==> config.mk <==
export PLATFORM = sky130hd
export DESIGN_NAME = adcseq_top
export DESIGN_NICKNAME = d
export VERILOG_FILES = /design/src/rtl/adcseq_top.v /design/src/rtl/adcseq_tad_gen.v /design/src/rtl/adcseq_sar.v
export VERILOG_INCLUDE_DIRS = /design/src /design/src/shared
export SDC_FILE = /design/constraint.sdc
export NUM_CORES = 1
export LEC_CHECK = 0
export BUFFER_PORTS_ARGS = -buffer_cell sky130_fd_sc_hd__clkbuf_2
export CORE_MARGIN = 2
export CORE_UTILIZATION = 60
export DETAILED_ROUTE_END_ITERATION = 10
export HOLD_SLACK_MARGIN = 0.08
export PLACE_DENSITY_LB_ADDON = 0.1
export SLEW_MARGIN = 20
export SYNTH_ARGS = -nofsm -noshare
export SYNTH_HDL_FRONTEND = slang
export SYNTH_SLANG_ARGS = --single-unit
==> constraint.sdc <==
create_clock -name mclk -period 5.4 [get_ports mclk]
set_input_delay 1.08 -clock mclk [delete_from_list [all_inputs] [get_ports mclk]]
set_output_delay 1.08 -clock mclk [all_outputs]
set_load 0.05 [all_outputs]
==> src/shared/adcseq_defines.vh <==
`ifndef ADCSEQ_DEFINES_VH
`define ADCSEQ_DEFINES_VH

// Register byte offsets
`define ADCSEQ_AW 5
`define ADCSEQ_OFS_CTRL0 5'h00
`define ADCSEQ_OFS_CTRL1 5'h04
`define ADCSEQ_OFS_CTRL2 5'h08
`define ADCSEQ_OFS_RESH 5'h0c
`define ADCSEQ_OFS_RESL 5'h10
`define ADCSEQ_OFS_FLAGS 5'h14

// Control zero fields
`define ADCSEQ_B_ON 0
`define ADCSEQ_B_GO 1
`define ADCSEQ_F_CHAN 5:2
// Control one fields
`define ADCSEQ_F_CFG 5:0
// Control two fields
`define ADCSEQ_B_FMT 7
`define ADCSEQ_B_UNUSED 6
`define ADCSEQ_F_ACQ 5:3
`define ADCSEQ_F_CS 2:0
// Flag register fields
`define ADCSEQ_B_DONE 0
`define ADCSEQ_B_IRQEN 1

// Reset values
`define ADCSEQ_CHAN_RST 4'h0
`define ADCSEQ_CFG_RST 6'h00
`define ADCSEQ_ACQ_RST 3'h0
`define ADCSEQ_CS_RST 3'h0
`define ADCSEQ_SAR_RST 10'h000

// Acquisition lengths in conversion clock periods
`define ADCSEQ_ACQ_MANUAL 3'h0
`define ADCSEQ_ACQ_T0 5'h00
`define ADCSEQ_ACQ_T1 5'h02
`define ADCSEQ_ACQ_T2 5'h04
`define ADCSEQ_ACQ_T3 5'h06
`define ADCSEQ_ACQ_T4 5'h08
`define ADCSEQ_ACQ_T5 5'h0c
`define ADCSEQ_ACQ_T6 5'h10
`define ADCSEQ_ACQ_T7 5'h14

// Conversion clock dividers
`define ADCSEQ_DIV2 7'h02
`define ADCSEQ_DIV4 7'h04
`define ADCSEQ_DIV8 7'h08
`define ADCSEQ_DIV16 7'h10
`define ADCSEQ_DIV32 7'h20
`define ADCSEQ_DIV64 7'h40
`define ADCSEQ_CS_RC 2'h3

// Sequencing counts
`define ADCSEQ_CONV_LAST 4'ha
`define ADCSEQ_WAIT_LAST 5'h01
`define ADCSEQ_SAR_MSB 10'h200

// Instruction cycle delay before the RC clock
`define ADCSEQ_MCLK_MHZ 40
`define ADCSEQ_TOSC_NS 25
`define ADCSEQ_TCY_NS (4 * `ADCSEQ_TOSC_NS)
`define ADCSEQ_TCY_CYCLES ((`ADCSEQ_TCY_NS * `ADCSEQ_MCLK_MHZ + 999) / 1000)

`endif

==> src/rtl/adcseq_top.v <==
`timescale 1ns/1ps
`include "adcseq_defines.vh"

module adcseq_top (
    // Clock and reset
    input wire mclk,
    input wire rst,
    // Avalon-MM slave
    input wire [`ADCSEQ_AW-1:0] avsAddress,
    input wire avsRead,
    input wire avsWrite,
    input wire [31:0] avsWritedata,
    input wire [3:0] avsByteenable,
    output reg [31:0] avsReaddata,
    output wire avsWaitrequest,
    // Analog front end
    output reg sampleEnable,
    output wire [3:0] channelSelect,
    output wire [9:0] dacCode,
    input wire compIn,
    output wire [5:0] portConfig,
    // System
    input wire sleepActive,
    input wire rcTick,
    input wire specialEventTrigger
);

    localparam [1:0] ST_IDLE = 2'h0;
    localparam [1:0] ST_ACQ = 2'h1;
    localparam [1:0] ST_CONV = 2'h2;
    localparam [1:0] ST_WAIT = 2'h3;

    // Control zero
    reg converterOn;
    reg goFlag;
    reg [3:0] chanSel;
    // Control one
    reg [5:0] cfgBits;
    // Control two
    reg fmtRight;
    reg [2:0] acqSel;
    reg [2:0] clkSel;
    // Result pair
    reg [7:0] resHigh;
    reg [7:0] resLow;
    // Flags
    reg doneFlag;
    reg irqEnable;
    // Sequencer
    reg [1:0] state;
    reg [1:0] next_state;
    reg [4:0] tadCount;
    reg [4:0] next_count;
    // Bus
    reg ack;
    reg [7:0] rdByte;

    wire access;
    wire wrEn;
    wire laneZero;
    wire tadTick;
    wire sarStart;
    wire sarAbort;
    wire convDone;
    wire [9:0] sarResult;
    wire [15:0] formatted;

    function [4:0] acqTads;
        input [2:0] code;
        begin
            case (code)
                3'h0: acqTads = `ADCSEQ_ACQ_T0;
                3'h1: acqTads = `ADCSEQ_ACQ_T1;
                3'h2: acqTads = `ADCSEQ_ACQ_T2;
                3'h3: acqTads = `ADCSEQ_ACQ_T3;
                3'h4: acqTads = `ADCSEQ_ACQ_T4;
                3'h5: acqTads = `ADCSEQ_ACQ_T5;
                3'h6: acqTads = `ADCSEQ_ACQ_T6;
                default: acqTads = `ADCSEQ_ACQ_T7;
            endcase
        end
    endfunction

    function [15:0] placeResult;
        input [9:0] value;
        input right;
        begin
            if (right) begin
                placeResult = {6'h00, value[9:8], value[7:0]};
            end else begin
                placeResult = {value[9:2], value[1:0], 6'h00};
            end
        end
    endfunction

    // One wait state per access keeps read data registered
    assign access = avsRead | avsWrite;
    assign avsWaitrequest = access & ~ack;
    assign wrEn = avsWrite & ack;
    assign laneZero = avsByteenable[0];

    assign channelSelect = chanSel;
    assign portConfig = cfgBits;

    assign formatted = placeResult(sarResult, fmtRight);

    always @(posedge mclk) begin
        if (rst) begin
            ack <= 1'b0;
        end else begin
            ack <= access & ~ack;
        end
    end

    always @* begin
        rdByte = 8'h00;
        case (avsAddress)
            `ADCSEQ_OFS_CTRL0: begin
                rdByte[`ADCSEQ_B_ON] = converterOn;
                rdByte[`ADCSEQ_B_GO] = goFlag;
                rdByte[`ADCSEQ_F_CHAN] = chanSel;
            end
            `ADCSEQ_OFS_CTRL1: begin
                rdByte[`ADCSEQ_F_CFG] = cfgBits;
            end
            `ADCSEQ_OFS_CTRL2: begin
                rdByte[`ADCSEQ_B_FMT] = fmtRight;
                rdByte[`ADCSEQ_B_UNUSED] = 1'b0;
                rdByte[`ADCSEQ_F_ACQ] = acqSel;
                rdByte[`ADCSEQ_F_CS] = clkSel;
            end
            `ADCSEQ_OFS_RESH: begin
                rdByte = resHigh;
            end
            `ADCSEQ_OFS_RESL: begin
                rdByte = resLow;
            end
            `ADCSEQ_OFS_FLAGS: begin
                rdByte[`ADCSEQ_B_DONE] = doneFlag;
                rdByte[`ADCSEQ_B_IRQEN] = irqEnable;
            end
            default: begin
                rdByte = 8'h00;
            end
        endcase
    end

    always @(posedge mclk) begin
        if (rst) begin
            avsReaddata <= 32'h00000000;
        end else if (avsRead && !ack) begin
            avsReaddata <= {24'h000000, rdByte};
        end
    end

    always @(posedge mclk) begin
        if (rst) begin
            converterOn <= 1'b0;
            chanSel <= `ADCSEQ_CHAN_RST;
            cfgBits <= `ADCSEQ_CFG_RST;
            fmtRight <= 1'b0;
            acqSel <= `ADCSEQ_ACQ_RST;
            clkSel <= `ADCSEQ_CS_RST;
            irqEnable <= 1'b0;
        end else if (wrEn && laneZero) begin
            case (avsAddress)
                `ADCSEQ_OFS_CTRL0: begin
                    converterOn <= avsWritedata[`ADCSEQ_B_ON];
                    chanSel <= avsWritedata[`ADCSEQ_F_CHAN];
                end
                `ADCSEQ_OFS_CTRL1: begin
                    cfgBits <= avsWritedata[`ADCSEQ_F_CFG];
                end
                `ADCSEQ_OFS_CTRL2: begin
                    fmtRight <= avsWritedata[`ADCSEQ_B_FMT];
                    acqSel <= avsWritedata[`ADCSEQ_F_ACQ];
                    clkSel <= avsWritedata[`ADCSEQ_F_CS];
                end
                `ADCSEQ_OFS_FLAGS: begin
                    irqEnable <= avsWritedata[`ADCSEQ_B_IRQEN];
                end
                default: begin
                    irqEnable <= irqEnable;
                end
            endcase
        end
    end

    // Go needs the converter already on; same-write enable is ignored
    always @(posedge mclk) begin
        if (rst) begin
            goFlag <= 1'b0;
        end else if (!converterOn) begin
            goFlag <= 1'b0;
        end else if (convDone) begin
            goFlag <= 1'b0;
        end else if (wrEn && laneZero && avsAddress == `ADCSEQ_OFS_CTRL0) begin
            goFlag <= avsWritedata[`ADCSEQ_B_GO] & avsWritedata[`ADCSEQ_B_ON];
        end else if (specialEventTrigger) begin
            goFlag <= 1'b1;
        end
    end

    // Completion beats a same-cycle write-one clear
    always @(posedge mclk) begin
        if (rst) begin
            doneFlag <= 1'b0;
        end else if (convDone) begin
            doneFlag <= 1'b1;
        end else if (wrEn && laneZero && avsAddress == `ADCSEQ_OFS_FLAGS) begin
            doneFlag <= doneFlag & ~avsWritedata[`ADCSEQ_B_DONE];
        end
    end

    always @(posedge mclk) begin
        if (convDone) begin
            resHigh <= formatted[15:8];
            resLow <= formatted[7:0];
        end else if (wrEn && laneZero && avsAddress == `ADCSEQ_OFS_RESH) begin
            resHigh <= avsWritedata[7:0];
        end else if (wrEn && laneZero && avsAddress == `ADCSEQ_OFS_RESL) begin
            resLow <= avsWritedata[7:0];
        end
    end

    always @* begin
        next_state = state;
        next_count = tadCount;
        case (state)
            ST_IDLE: begin
                next_count = 5'h00;
                if (goFlag) begin
                    if (acqSel == `ADCSEQ_ACQ_MANUAL) begin
                        next_state = ST_CONV;
                    end else begin
                        next_state = ST_ACQ;
                    end
                end
            end
            ST_ACQ: begin
                if (!goFlag) begin
                    next_state = ST_WAIT;
                    next_count = 5'h00;
                end else if (tadTick) begin
                    if (tadCount + 5'h01 == acqTads(acqSel)) begin
                        next_state = ST_CONV;
                        next_count = 5'h00;
                    end else begin
                        next_count = tadCount + 5'h01;
                    end
                end
            end
            ST_CONV: begin
                if (convDone || !goFlag) begin
                    next_state = ST_WAIT;
                    next_count = 5'h00;
                end
            end
            ST_WAIT: begin
                if (tadTick) begin
                    if (tadCount == `ADCSEQ_WAIT_LAST) begin
                        next_state = ST_IDLE;
                        next_count = 5'h00;
                    end else begin
                        next_count = tadCount + 5'h01;
                    end
                end
            end
            default: begin
                next_state = ST_IDLE;
                next_count = 5'h00;
            end
        endcase
        if (!converterOn) begin
            next_state = ST_IDLE;
            next_count = 5'h00;
        end
    end

    always @(posedge mclk) begin
        if (rst) begin
            state <= ST_IDLE;
            tadCount <= 5'h00;
            sampleEnable <= 1'b0;
        end else begin
            state <= next_state;
            tadCount <= next_count;
            sampleEnable <= converterOn & (next_state == ST_IDLE || next_state == ST_ACQ);
        end
    end

    assign sarStart = (state != ST_CONV) && (next_state == ST_CONV);
    assign sarAbort = (state == ST_CONV) && (next_state != ST_CONV) && !convDone;

    adcseq_tad_gen u_tad (
        .mclk(mclk),
        .rst(rst),
        .run(state != ST_IDLE),
        .clkSel(clkSel),
        .sleepActive(sleepActive),
        .rcTick(rcTick),
        .tadTick(tadTick)
    );

    adcseq_sar u_sar (
        .mclk(mclk),
        .rst(rst),
        .start(sarStart),
        .abort(sarAbort),
        .tadTick(tadTick),
        .compIn(compIn),
        .dacCode(dacCode),
        .result(sarResult),
        .done(convDone)
    );

endmodule

==> src/rtl/adcseq_tad_gen.v <==
`timescale 1ns/1ps
`include "adcseq_defines.vh"

module adcseq_tad_gen (
    // Clock and reset
    input wire mclk,
    input wire rst,
    // Control
    input wire run,
    input wire [2:0] clkSel,
    input wire sleepActive,
    input wire rcTick,
    // Conversion clock enable
    output reg tadTick
);

    localparam integer TCY_FULL = `ADCSEQ_TCY_CYCLES;
    localparam [2:0] TCY_COUNT = TCY_FULL[2:0];

    reg [6:0] divCnt;
    reg [2:0] rcDelay;
    wire useRc;

    function [6:0] divisor;
        input [2:0] sel;
        begin
            case (sel)
                3'h0: divisor = `ADCSEQ_DIV2;
                3'h1: divisor = `ADCSEQ_DIV8;
                3'h2: divisor = `ADCSEQ_DIV32;
                3'h4: divisor = `ADCSEQ_DIV4;
                3'h5: divisor = `ADCSEQ_DIV16;
                3'h6: divisor = `ADCSEQ_DIV64;
                default: divisor = `ADCSEQ_DIV2;
            endcase
        end
    endfunction

    assign useRc = (clkSel[1:0] == `ADCSEQ_CS_RC);

    always @(posedge mclk) begin
        if (rst || !run) begin
            divCnt <= 7'h00;
            rcDelay <= 3'h0;
            tadTick <= 1'b0;
        end else begin
            tadTick <= 1'b0;
            if (useRc) begin
                if (rcDelay != TCY_COUNT) begin
                    rcDelay <= rcDelay + 3'h1;
                end else if (rcTick) begin
                    tadTick <= 1'b1;
                end
            end else if (!sleepActive) begin
                if (divCnt == divisor(clkSel) - 7'h01) begin
                    divCnt <= 7'h00;
                    tadTick <= 1'b1;
                end else begin
                    divCnt <= divCnt + 7'h01;
                end
            end
        end
    end

endmodule

==> src/rtl/adcseq_sar.v <==
`timescale 1ns/1ps
`include "adcseq_defines.vh"

module adcseq_sar (
    // Clock and reset
    input wire mclk,
    input wire rst,
    // Sequencer control
    input wire start,
    input wire abort,
    input wire tadTick,
    // Comparator side
    input wire compIn,
    output reg [9:0] dacCode,
    // Result
    output reg [9:0] result,
    output reg done
);

    reg busy;
    reg [3:0] step;
    reg [9:0] mask;
    wire [9:0] nextCode;

    assign nextCode = (dacCode & ~mask) | (compIn ? mask : 10'h000) | (mask >> 1);

    always @(posedge mclk) begin
        if (rst) begin
            busy <= 1'b0;
            step <= 4'h0;
            mask <= `ADCSEQ_SAR_RST;
            dacCode <= `ADCSEQ_SAR_RST;
            result <= `ADCSEQ_SAR_RST;
            done <= 1'b0;
        end else begin
            done <= 1'b0;
            if (start) begin
                busy <= 1'b1;
                step <= 4'h0;
                mask <= `ADCSEQ_SAR_MSB;
                dacCode <= `ADCSEQ_SAR_MSB;
            end else if (abort) begin
                busy <= 1'b0;
            end else if (busy && tadTick) begin
                step <= step + 4'h1;
                // First period settles the held sample
                if (step != 4'h0) begin
                    dacCode <= nextCode;
                    mask <= mask >> 1;
                end
                if (step == `ADCSEQ_CONV_LAST) begin
                    busy <= 1'b0;
                    result <= nextCode;
                    done <= 1'b1;
                end
            end
        end
    end

endmodule

# After elaboration in Yosys (flattened, before gate mapping)
# Cells that the tools add are included.
[word_totals]
reg_bits = 101
latch_bits = 0
ram_bits = 0
mem_bits_ro = 0
input_bits = 49
output_inout_bits = 54
elab_cells = 190
n_memories = 0
[op_classes]
add_sub_neg = 5
multipliers = 0
n_div = 0
order_cmp = 0
eq_ne = 34
n_shift = 0
n_mux = 58
bitwise_logic = 18
n_reduce_logical = 48
[op_table]
columns = ["cell", "n"]
rows = [
  ["$mux W10", 9],
  ["$mux W5", 9],
  ["$mux W8", 5],
  ["$pmux W5 S7", 1],
  ["$pmux W7 S5", 1],
  ["$mux W7", 4],
  ["$pmux W4 S5", 1],
  ["$pmux W5 S4", 1],
  ["$eq A3 B3 Y1 const B", 6],
  ["$mux W2", 9],
  ["$reduce_and A2 Y1", 9],
  ["$mux W16", 1],
  ["$mux W1", 14],
  ["$reduce_bool A2 Y1", 7],
  ["$pmux W2 S6", 1],
  ["$and A10 B10 Y10", 1],
  ["$eq A5 B4 Y1 const B", 2],
  ["$eq A5 B5 Y1 const B", 2],
  ["$logic_and A1 B1 Y1", 10],
  ["$not A10 Y10", 1],
  ["$or A10 B10 Y10", 1],
  ["$or A10 B9 Y10", 1],
  ["$eq A3 B2 Y1 const B", 3],
  ["$reduce_and A3 Y1", 3],
  ["other kinds (33)", 61],
]

# Longest topological paths before layout
# Gate-level depths: netlist (run 1).
[logic_depth]
ltp_word = 16
ltp_mapped = 9
depth_no_buf = 8

# Modules after synthesis
# A second synthesis (run 1) with hierarchy kept.
[hier_totals]
cells_unflattened = 563
hier_area_um2 = 5241.3
[modules_own_cells]
columns = ["module", "n_inst", "cells_each", "area_per_inst_um2", "seq_area_each_um2"]
rows = [
  ["adcseq_top", 1, 321, 3031.7, 1241.2],
  ["adcseq_sar", 1, 170, 1570.3, 720.7],
  ["adcseq_tad_gen", 1, 72, 639.4, 220.2],
]

# Least setup slack after synthesis (run 1)
# No wires, ideal clock.
[synth_timing]
path_kind = "input to output"
start = "input port avsRead"
end = "output port avsWaitrequest"
t_arrival_ns = 1.762
required_ns = 4.320
path_slack_ns = 2.558
path_stages = 2
path_buffers = 0
path_cell_list = "nor2_1 nor2_1"
[synth_between]
elab_chain_len = 2
[synth_rtl]
columns = ["element", "line", "text"]
rows = [
  ["start, declared", "adcseq_top.v:10", "input wire avsRead,"],
  ["$or A1 B1 Y1", "adcseq_top.v:97", "assign access = avsRead | avsWrite;"],
  ["$and A1 B1 Y1", "adcseq_top.v:98", "assign avsWaitrequest = access & ~ack;"],
  ["end, declared", "adcseq_top.v:15", "output wire avsWaitrequest,"],
]
# No other way between the ends.

# Worst setup path after layout (run 1)
[layout_timing]
start = "input port avsAddress[4]"
end = "register acqSel[1]"
[layout_between]
elab_chain_len = 2
[layout_rtl]
columns = ["element", "line", "text"]
rows = [
  ["start, declared", "adcseq_top.v:9", "input wire [`ADCSEQ_AW-1:0] avsAddress,"],
  ["$eq A5 B4 Y1", "adcseq_top.v:166", "case (avsAddress)"],
  ["$reduce_and A2 Y1 (no source line)", "n/a", ""],
  ["end signal, assigned", "adcseq_top.v:162", "acqSel <= `ADCSEQ_ACQ_RST;"],
  ["end signal, assigned", "adcseq_top.v:176", "acqSel <= avsWritedata[`ADCSEQ_F_ACQ];"],
  ["end, declared", "adcseq_top.v:41", "reg [2:0] acqSel;"],
]
# No other way between the ends.
# A chain may end at the register's enable or synchronous reset.

==> impl_metrics.toml, run 1 <==
[setup_path]
crit_family = "simple AND/OR/NAND/NOR gates"
critPathRequiredTime_ns = 5.62
cp.depth = 5
crit_type = "input pin to flip-flop"
endpoint_kind = "flip-flop"
arrival_ns = 3.29
crit_fanout = 20
cp_slowest_cell = "or4b_2"
max_stage_delay_ns = 0.86
critPathBufInv = 1
r2r_cells = 6
critPathLaunchType = "input pin"
crit_chain = "clkbuf_2 > or4b_2 > nor3_2 > mux2i_1 > nor2_1"

[grt]
grtUsageTotal_pct = 23.0
grt_first_pass_wirelength_um = 17900
grt_start_max_net_pins = 44
antenna_found_initial = 0
first_global_vias = 3842
grt.overflow.total = 0

[finish]
layout-drive-gt1-share_pct = 13.3
fin_nets = 674
areaGrowthSynthToFinish_pct = 7.19
diodes = 0
final_area_um2 = 5560
finish.utilization_pct = 67.0
layout_commonest_cell = "dfxtp_1"
final_cell_mix = "85 x dfxtp_1, 73 x nor2_1, 52 x nand2_1"

[synth]
netlist.area_leader.share_pct = 32.8
seq_area_frac_synth_pct = 42.1
async_flop_share_pct = 0
ys_ff_latch = 101
syn_inst = 587
ys.flop_type = "dfxtp_1"
yosysWarnings = 0
synth_area_um2 = 5180
synth_edf_count = 16
syn-mean-instance-area_um2 = 8.83
yosys.cell_types.count = 63
synth_area_leaders = "dfxtp_1 33%, edfxtp_1 9.3%, mux2i_1 7.0%, nor2_1 5.3%, buf_4 3.9%"
yosys.area.top_type = "dfxtp_1"

[power_and_ir_drop]
p_sw_uw = 355
ir_drop_mv = 0.169
p_leak_nw = 2.03
clkPwrFrac_pct = 34.9
sequentialPowerShare_pct = 56.9
p_per_area_nw_per_um2 = 244
p_sw_share_pct = 26.2
p_int_uw = 1000
power_frac_comb_pct = 8.3

[die]
rows = 33
die_area_um2 = 9400
coreArea_um2 = 8300
start_util_pct = 62.5
ios = 103
die_y_um = 97.0
die_x_um = 97.0

[drt]
first_iter_violations = 200
drt-total-wl_um = 10700
vias_per_cell = 5.72
drt_first_pass_iters = 5
num_vias = 4157
wl_per_cell_um = 14.7
antenna_left = 0
drc = 0

[clocking]
cts_tree = "done"
clock_path_buffers = 2
numCtsBuffers = 9
holdBufCountCts = 0
cts_resized = 0
cts_root_buf = "clkbuf_8"
cts_max_level = 3
cts_setup_buffers = 0
numClockSinks = 101
clock_latency_ns = 0.36
path_clk_slew_ns = 0.10

[sta]
rsz0062_at_grt = "no"
finalClockSkew_ns = 0.0105
hold_viol = 0
worst_pin_slew_ns = 0.980
fmax_mhz = 325
period_minus_slack_ns = 3.08
finalSetupViolCount = 0
slew_headroom_pct = 34.5
tns_ns = 0
period_share_pct = 57.0
slew_violations = 0

[job]
max-cap-violations = 0

[place]
io_buffers = 51
dp_hpwl_um = 7690
placedInstanceArea_um2 = 5350
gp_congestion = 0.860

[min_path]
holdPathStages = 2
hp-class = "flip-flop to flip-flop"

[outcome]
status = "finished clean"
-- through the flow --
stage / instances / power [mW] / hold slack (ns) / setup WS (ns)
final: 727 / 1.36 / 0.481 / 2.32
after CTS: 727 / 1.36 / 0.481 / 2.39
after detailed placement: 711 / 0.900 / 0.469 / 1.99
after global placement: 711 / 0.898 / 0.458 / 2.07
after floorplan: 610 / 0.890 / 0.451 / 2.56
after global routing: 727 / 1.40 / 0.512 / 2.25
-- tightest hold or removal path, cell delays in order, from the launching register on --
cell     delay, ns
dfxtp_1       0.33
nand2_1       0.06
a21oi_1       0.05
-- flip-flops by register name, summed over array words and instances, names as in the netlist, 5 cells and up --
name and cells:
tadCount 5, u_tad.divCnt 7, resLow 8, resHigh 8, u_sar.dacCode 10, avsReaddata 8
u_sar.result 10, portConfig 6, u_sar.mask 10
-- logic make-up after synthesis --
logic type / after synthesis / share of synthesized area [%]
other: 1 / 0.0723
XOR/XNOR: 16 / 3.26
flip-flops: 101 / 42.1
AO/OA/AOI/OAI: 124 / 16.4
multiplexers: 39 / 7.68
AND/OR/NAND/NOR: 219 / 20.7
adder cells (fa/ha/maj): 8 / 1.93
buffers and inverters: 79 / 7.84
-- power groups by stage --
stage	Combinational [mW]	Clock (mW)	Sequential (mW)
5_1_grt	0.119	0.513	0.772
2_1_floorplan	0.0869	0	0.803
3_3_place_gp	0.110	0	0.788
6_report	0.112	0.472	0.771
4_1_cts	0.111	0.482	0.771
3_5_place_dp	0.111	0	0.788
-- synth_stat cells, types with 7 or more instances --
cell	number
clkbuf_1	22
buf_4	27
xnor2_1	11
dfxtp_1	85
a211oi_1	21
nor2_1	73
nand2b_1	8
and2_1	12
nand3_1	16
o21ai_0	18
inv_1	22
a21oi_1	29
ha_1	8
edfxtp_1	16
nor3_1	11
mux2i_1	36
o211ai_1	10
nor2b_1	18
nand2_1	52
a221oi_1	8
buf_2	7
-- path summary, 6_finish.rpt --
check | from | to | slack [ns]
max reg2reg | u_sar.done | u_sar.done | 2.54
min | u_tad.rcDelay[1] | u_tad.rcDelay[1] | 0.48
max | avsAddress[4] | acqSel[1] | 2.32
min reg2reg | u_tad.rcDelay[1] | u_tad.rcDelay[1] | 0.48
-- metal layers --
metal	vias up	track usage, %	part of all wire (%)
met5	-	0	0
met4	0	6.50	0.96
met3	9	4.77	5.0
met2	107	37.0	47
met1	1957	31.6	47
li1	2084	-	-
-- area by class of cell --
type	count	area [um^2]
repair buffers	53	270
clock buffers	13	169
fillers	719	2740
clock inverters	3	28.8
flip-flops and latches	101	2180
well taps	105	131
multi-input cells	430	2690
inverters	22	82.6
(Power assumes the default switching activity.)
==> run 2, diff against run 1 <==
Settings changed: CORE_UTILIZATION 60 to 50.
Clock period 5.4 ns to 2.5 ns, I/O delays scaled along.
==> impl_metrics.toml, run 2 (same netlist as run 1, synthesis figures left out) <==
[setup_path]
critPathRequiredTime_ns = 2.77
cp_slowest_cell = "or4b_4"
crit_fanout = 7
r2r_end = "u_sar.result[8]"
critPathBufInv = 0
reg2reg_setup_slack_ns = 0.12
r2r_cells = 7
r2r_start = "tadCount[0]"
crit_type = "flip-flop to flip-flop"
critPathLaunchType = "flip-flop"
crit_chain = "ha_1 > or4b_4 > o221ai_2 > nand3_1 > o31a_1 > o21ai_4 > mux2_4"
endpoint_kind = "flip-flop"
max_stage_delay_ns = 0.51
crit_family = "compound AO/OA/AOI/OAI gates"
arrival_ns = 2.64

[grt]
grt_first_pass_wirelength_um = 18700
grtUsageTotal_pct = 20.7
first_global_vias = 3770
grt.overflow.total = 0
grt_start_max_net_pins = 43
antenna_found_initial = 0

[outcome]
status = "finished clean"

[sta]
fmax_mhz = 421
finalClockSkew_ns = 0.0104
slew_violations = 0
period_share_pct = 95.0
worst_pin_slew_ns = 0.659
period_minus_slack_ns = 2.38
finalSetupViolCount = 0
hold_viol = 0
slew_headroom_pct = 55.6

[clocking]
numClockSinks = 101
numCtsBuffers = 9
cts_max_level = 3
cts_setup_buffers = 0
cts_root_buf = "clkbuf_8"
cts_resized = 0
cts_tree = "done"
clock_latency_ns = 0.37
clock_path_buffers = 2
path_clk_slew_ns = 0.10
holdBufCountCts = 0

[finish]
fillCellCount = 945
layoutNonFillerInstCount = 770
top_regs = "u_sar.dacCode (10), u_sar.mask (10), u_sar.result (10)"
areaGrowthSynthToFinish_pct = 9.85
fin_nets = 686
layout-drive-gt1-share_pct = 15.6
regArea_um2 = 2180
diodes = 0
multi_input_area_um2 = 2720
layout_commonest_cell = "dfxtp_1"
final_cell_mix = "84 x dfxtp_1, 73 x nor2_1, 52 x nand2_1"

[min_path]
whs_endpoint = "u_tad.tadTick"
hp-class = "input pin to flip-flop"
holdPathStages = 3
hp-start = "rcTick"

[die]
rows = 37
die_area_um2 = 11200
start_util_pct = 50.9
die_y_um = 106
coreArea_um2 = 10200
ios = 103
die_x_um = 106

[drt]
num_vias = 4209
first_iter_violations = 145
drt-total-wl_um = 11300
vias_per_cell = 5.47
drt_first_pass_iters = 4
antenna_left = 0
wl_per_cell_um = 14.7
drc = 0

[power_and_ir_drop]
power_mw = 2.84
ir_drop_mv = 0.254
p_leak_nw = 2.09
p_per_area_nw_per_um2 = 500

[place]
placed_cells = 754
io_buffers = 51
dp_hpwl_um = 8110
gp_congestion = 0.791

[job]
max-cap-violations = 0
## run 2: cell count changes in the layout (fill, tap and decap cells not counted), sizes merged
cell / previous run / this run
clkinvlp: 0 / 1
buf: 2 / 14
clkbuf: 64 / 61
clkinv: 2 / 4
## run 2: routing by layer
metal | vias up | share of wire (%) | track usage [%]
met5 | - | 0 | 0
met4 | 0 | 1.2 | 5.92
met3 | 10 | 4.6 | 4.21
met2 | 107 | 47 | 33.5
met1 | 1985 | 47 | 28.2
li1 | 2107 | - | -
## run 2: area by class of cell
type	count	area share, %
multi-input cells	430	47.8
flip-flops and latches	101	38.3
repair buffers	65	6.55
well taps	136	2.99
clock buffers	10	2.24
inverters	22	1.45
clock inverters	6	0.659
## run 2: worst max-delay path by stage
| stage | startpoint | to | slack (ns) | cells past startpoint |
|---|---|---|---|---|
| after global routing | tadCount[0] | u_sar.result[8] | -0.0002 | 7 |
| after floorplan | tadCount[0] | u_sar.result[8] | 0.21 | 7 |
| after CTS | tadCount[0] | u_sar.result[6] | 0.01 | 7 |
| after detailed placement | tadCount[0] | u_sar.result[6] | 0.03 | 7 |
| after global placement | tadCount[0] | u_sar.result[7] | 0.11 | 7 |
| final | tadCount[0] | u_sar.result[8] | 0.12 | 7 |
## run 2: report_power, final
part           switching [mW]  internal [mW]
sequential            0.00702           1.66
clock                   0.570          0.360
combinational           0.198         0.0521
total                   0.775           2.07
## run 2: metrics by stage
stage | setup TNS (ns) | hold WS, ns | utilization, % | setup WS [ns] | area (um^2)
2_1_floorplan | 0 | 0.451 | - | 0.214 | 5270
3_3_place_gp | 0 | 0.458 | 54.0 | 0.109 | 5500
3_5_place_dp | 0 | 0.467 | 54.0 | 0.0308 | 5500
4_1_cts | 0 | 0.374 | 55.6 | 0.0106 | 5660
5_1_grt | -0.000170 | 0.384 | 55.9 | -0.000170 | 5690
6_report | 0 | 0.388 | 55.9 | 0.124 | 5690
## run 2: tightest hold or removal path: stages
cell      delay, ns
clkbuf_2       0.08
nand4_1        0.08
a21oi_1        0.06
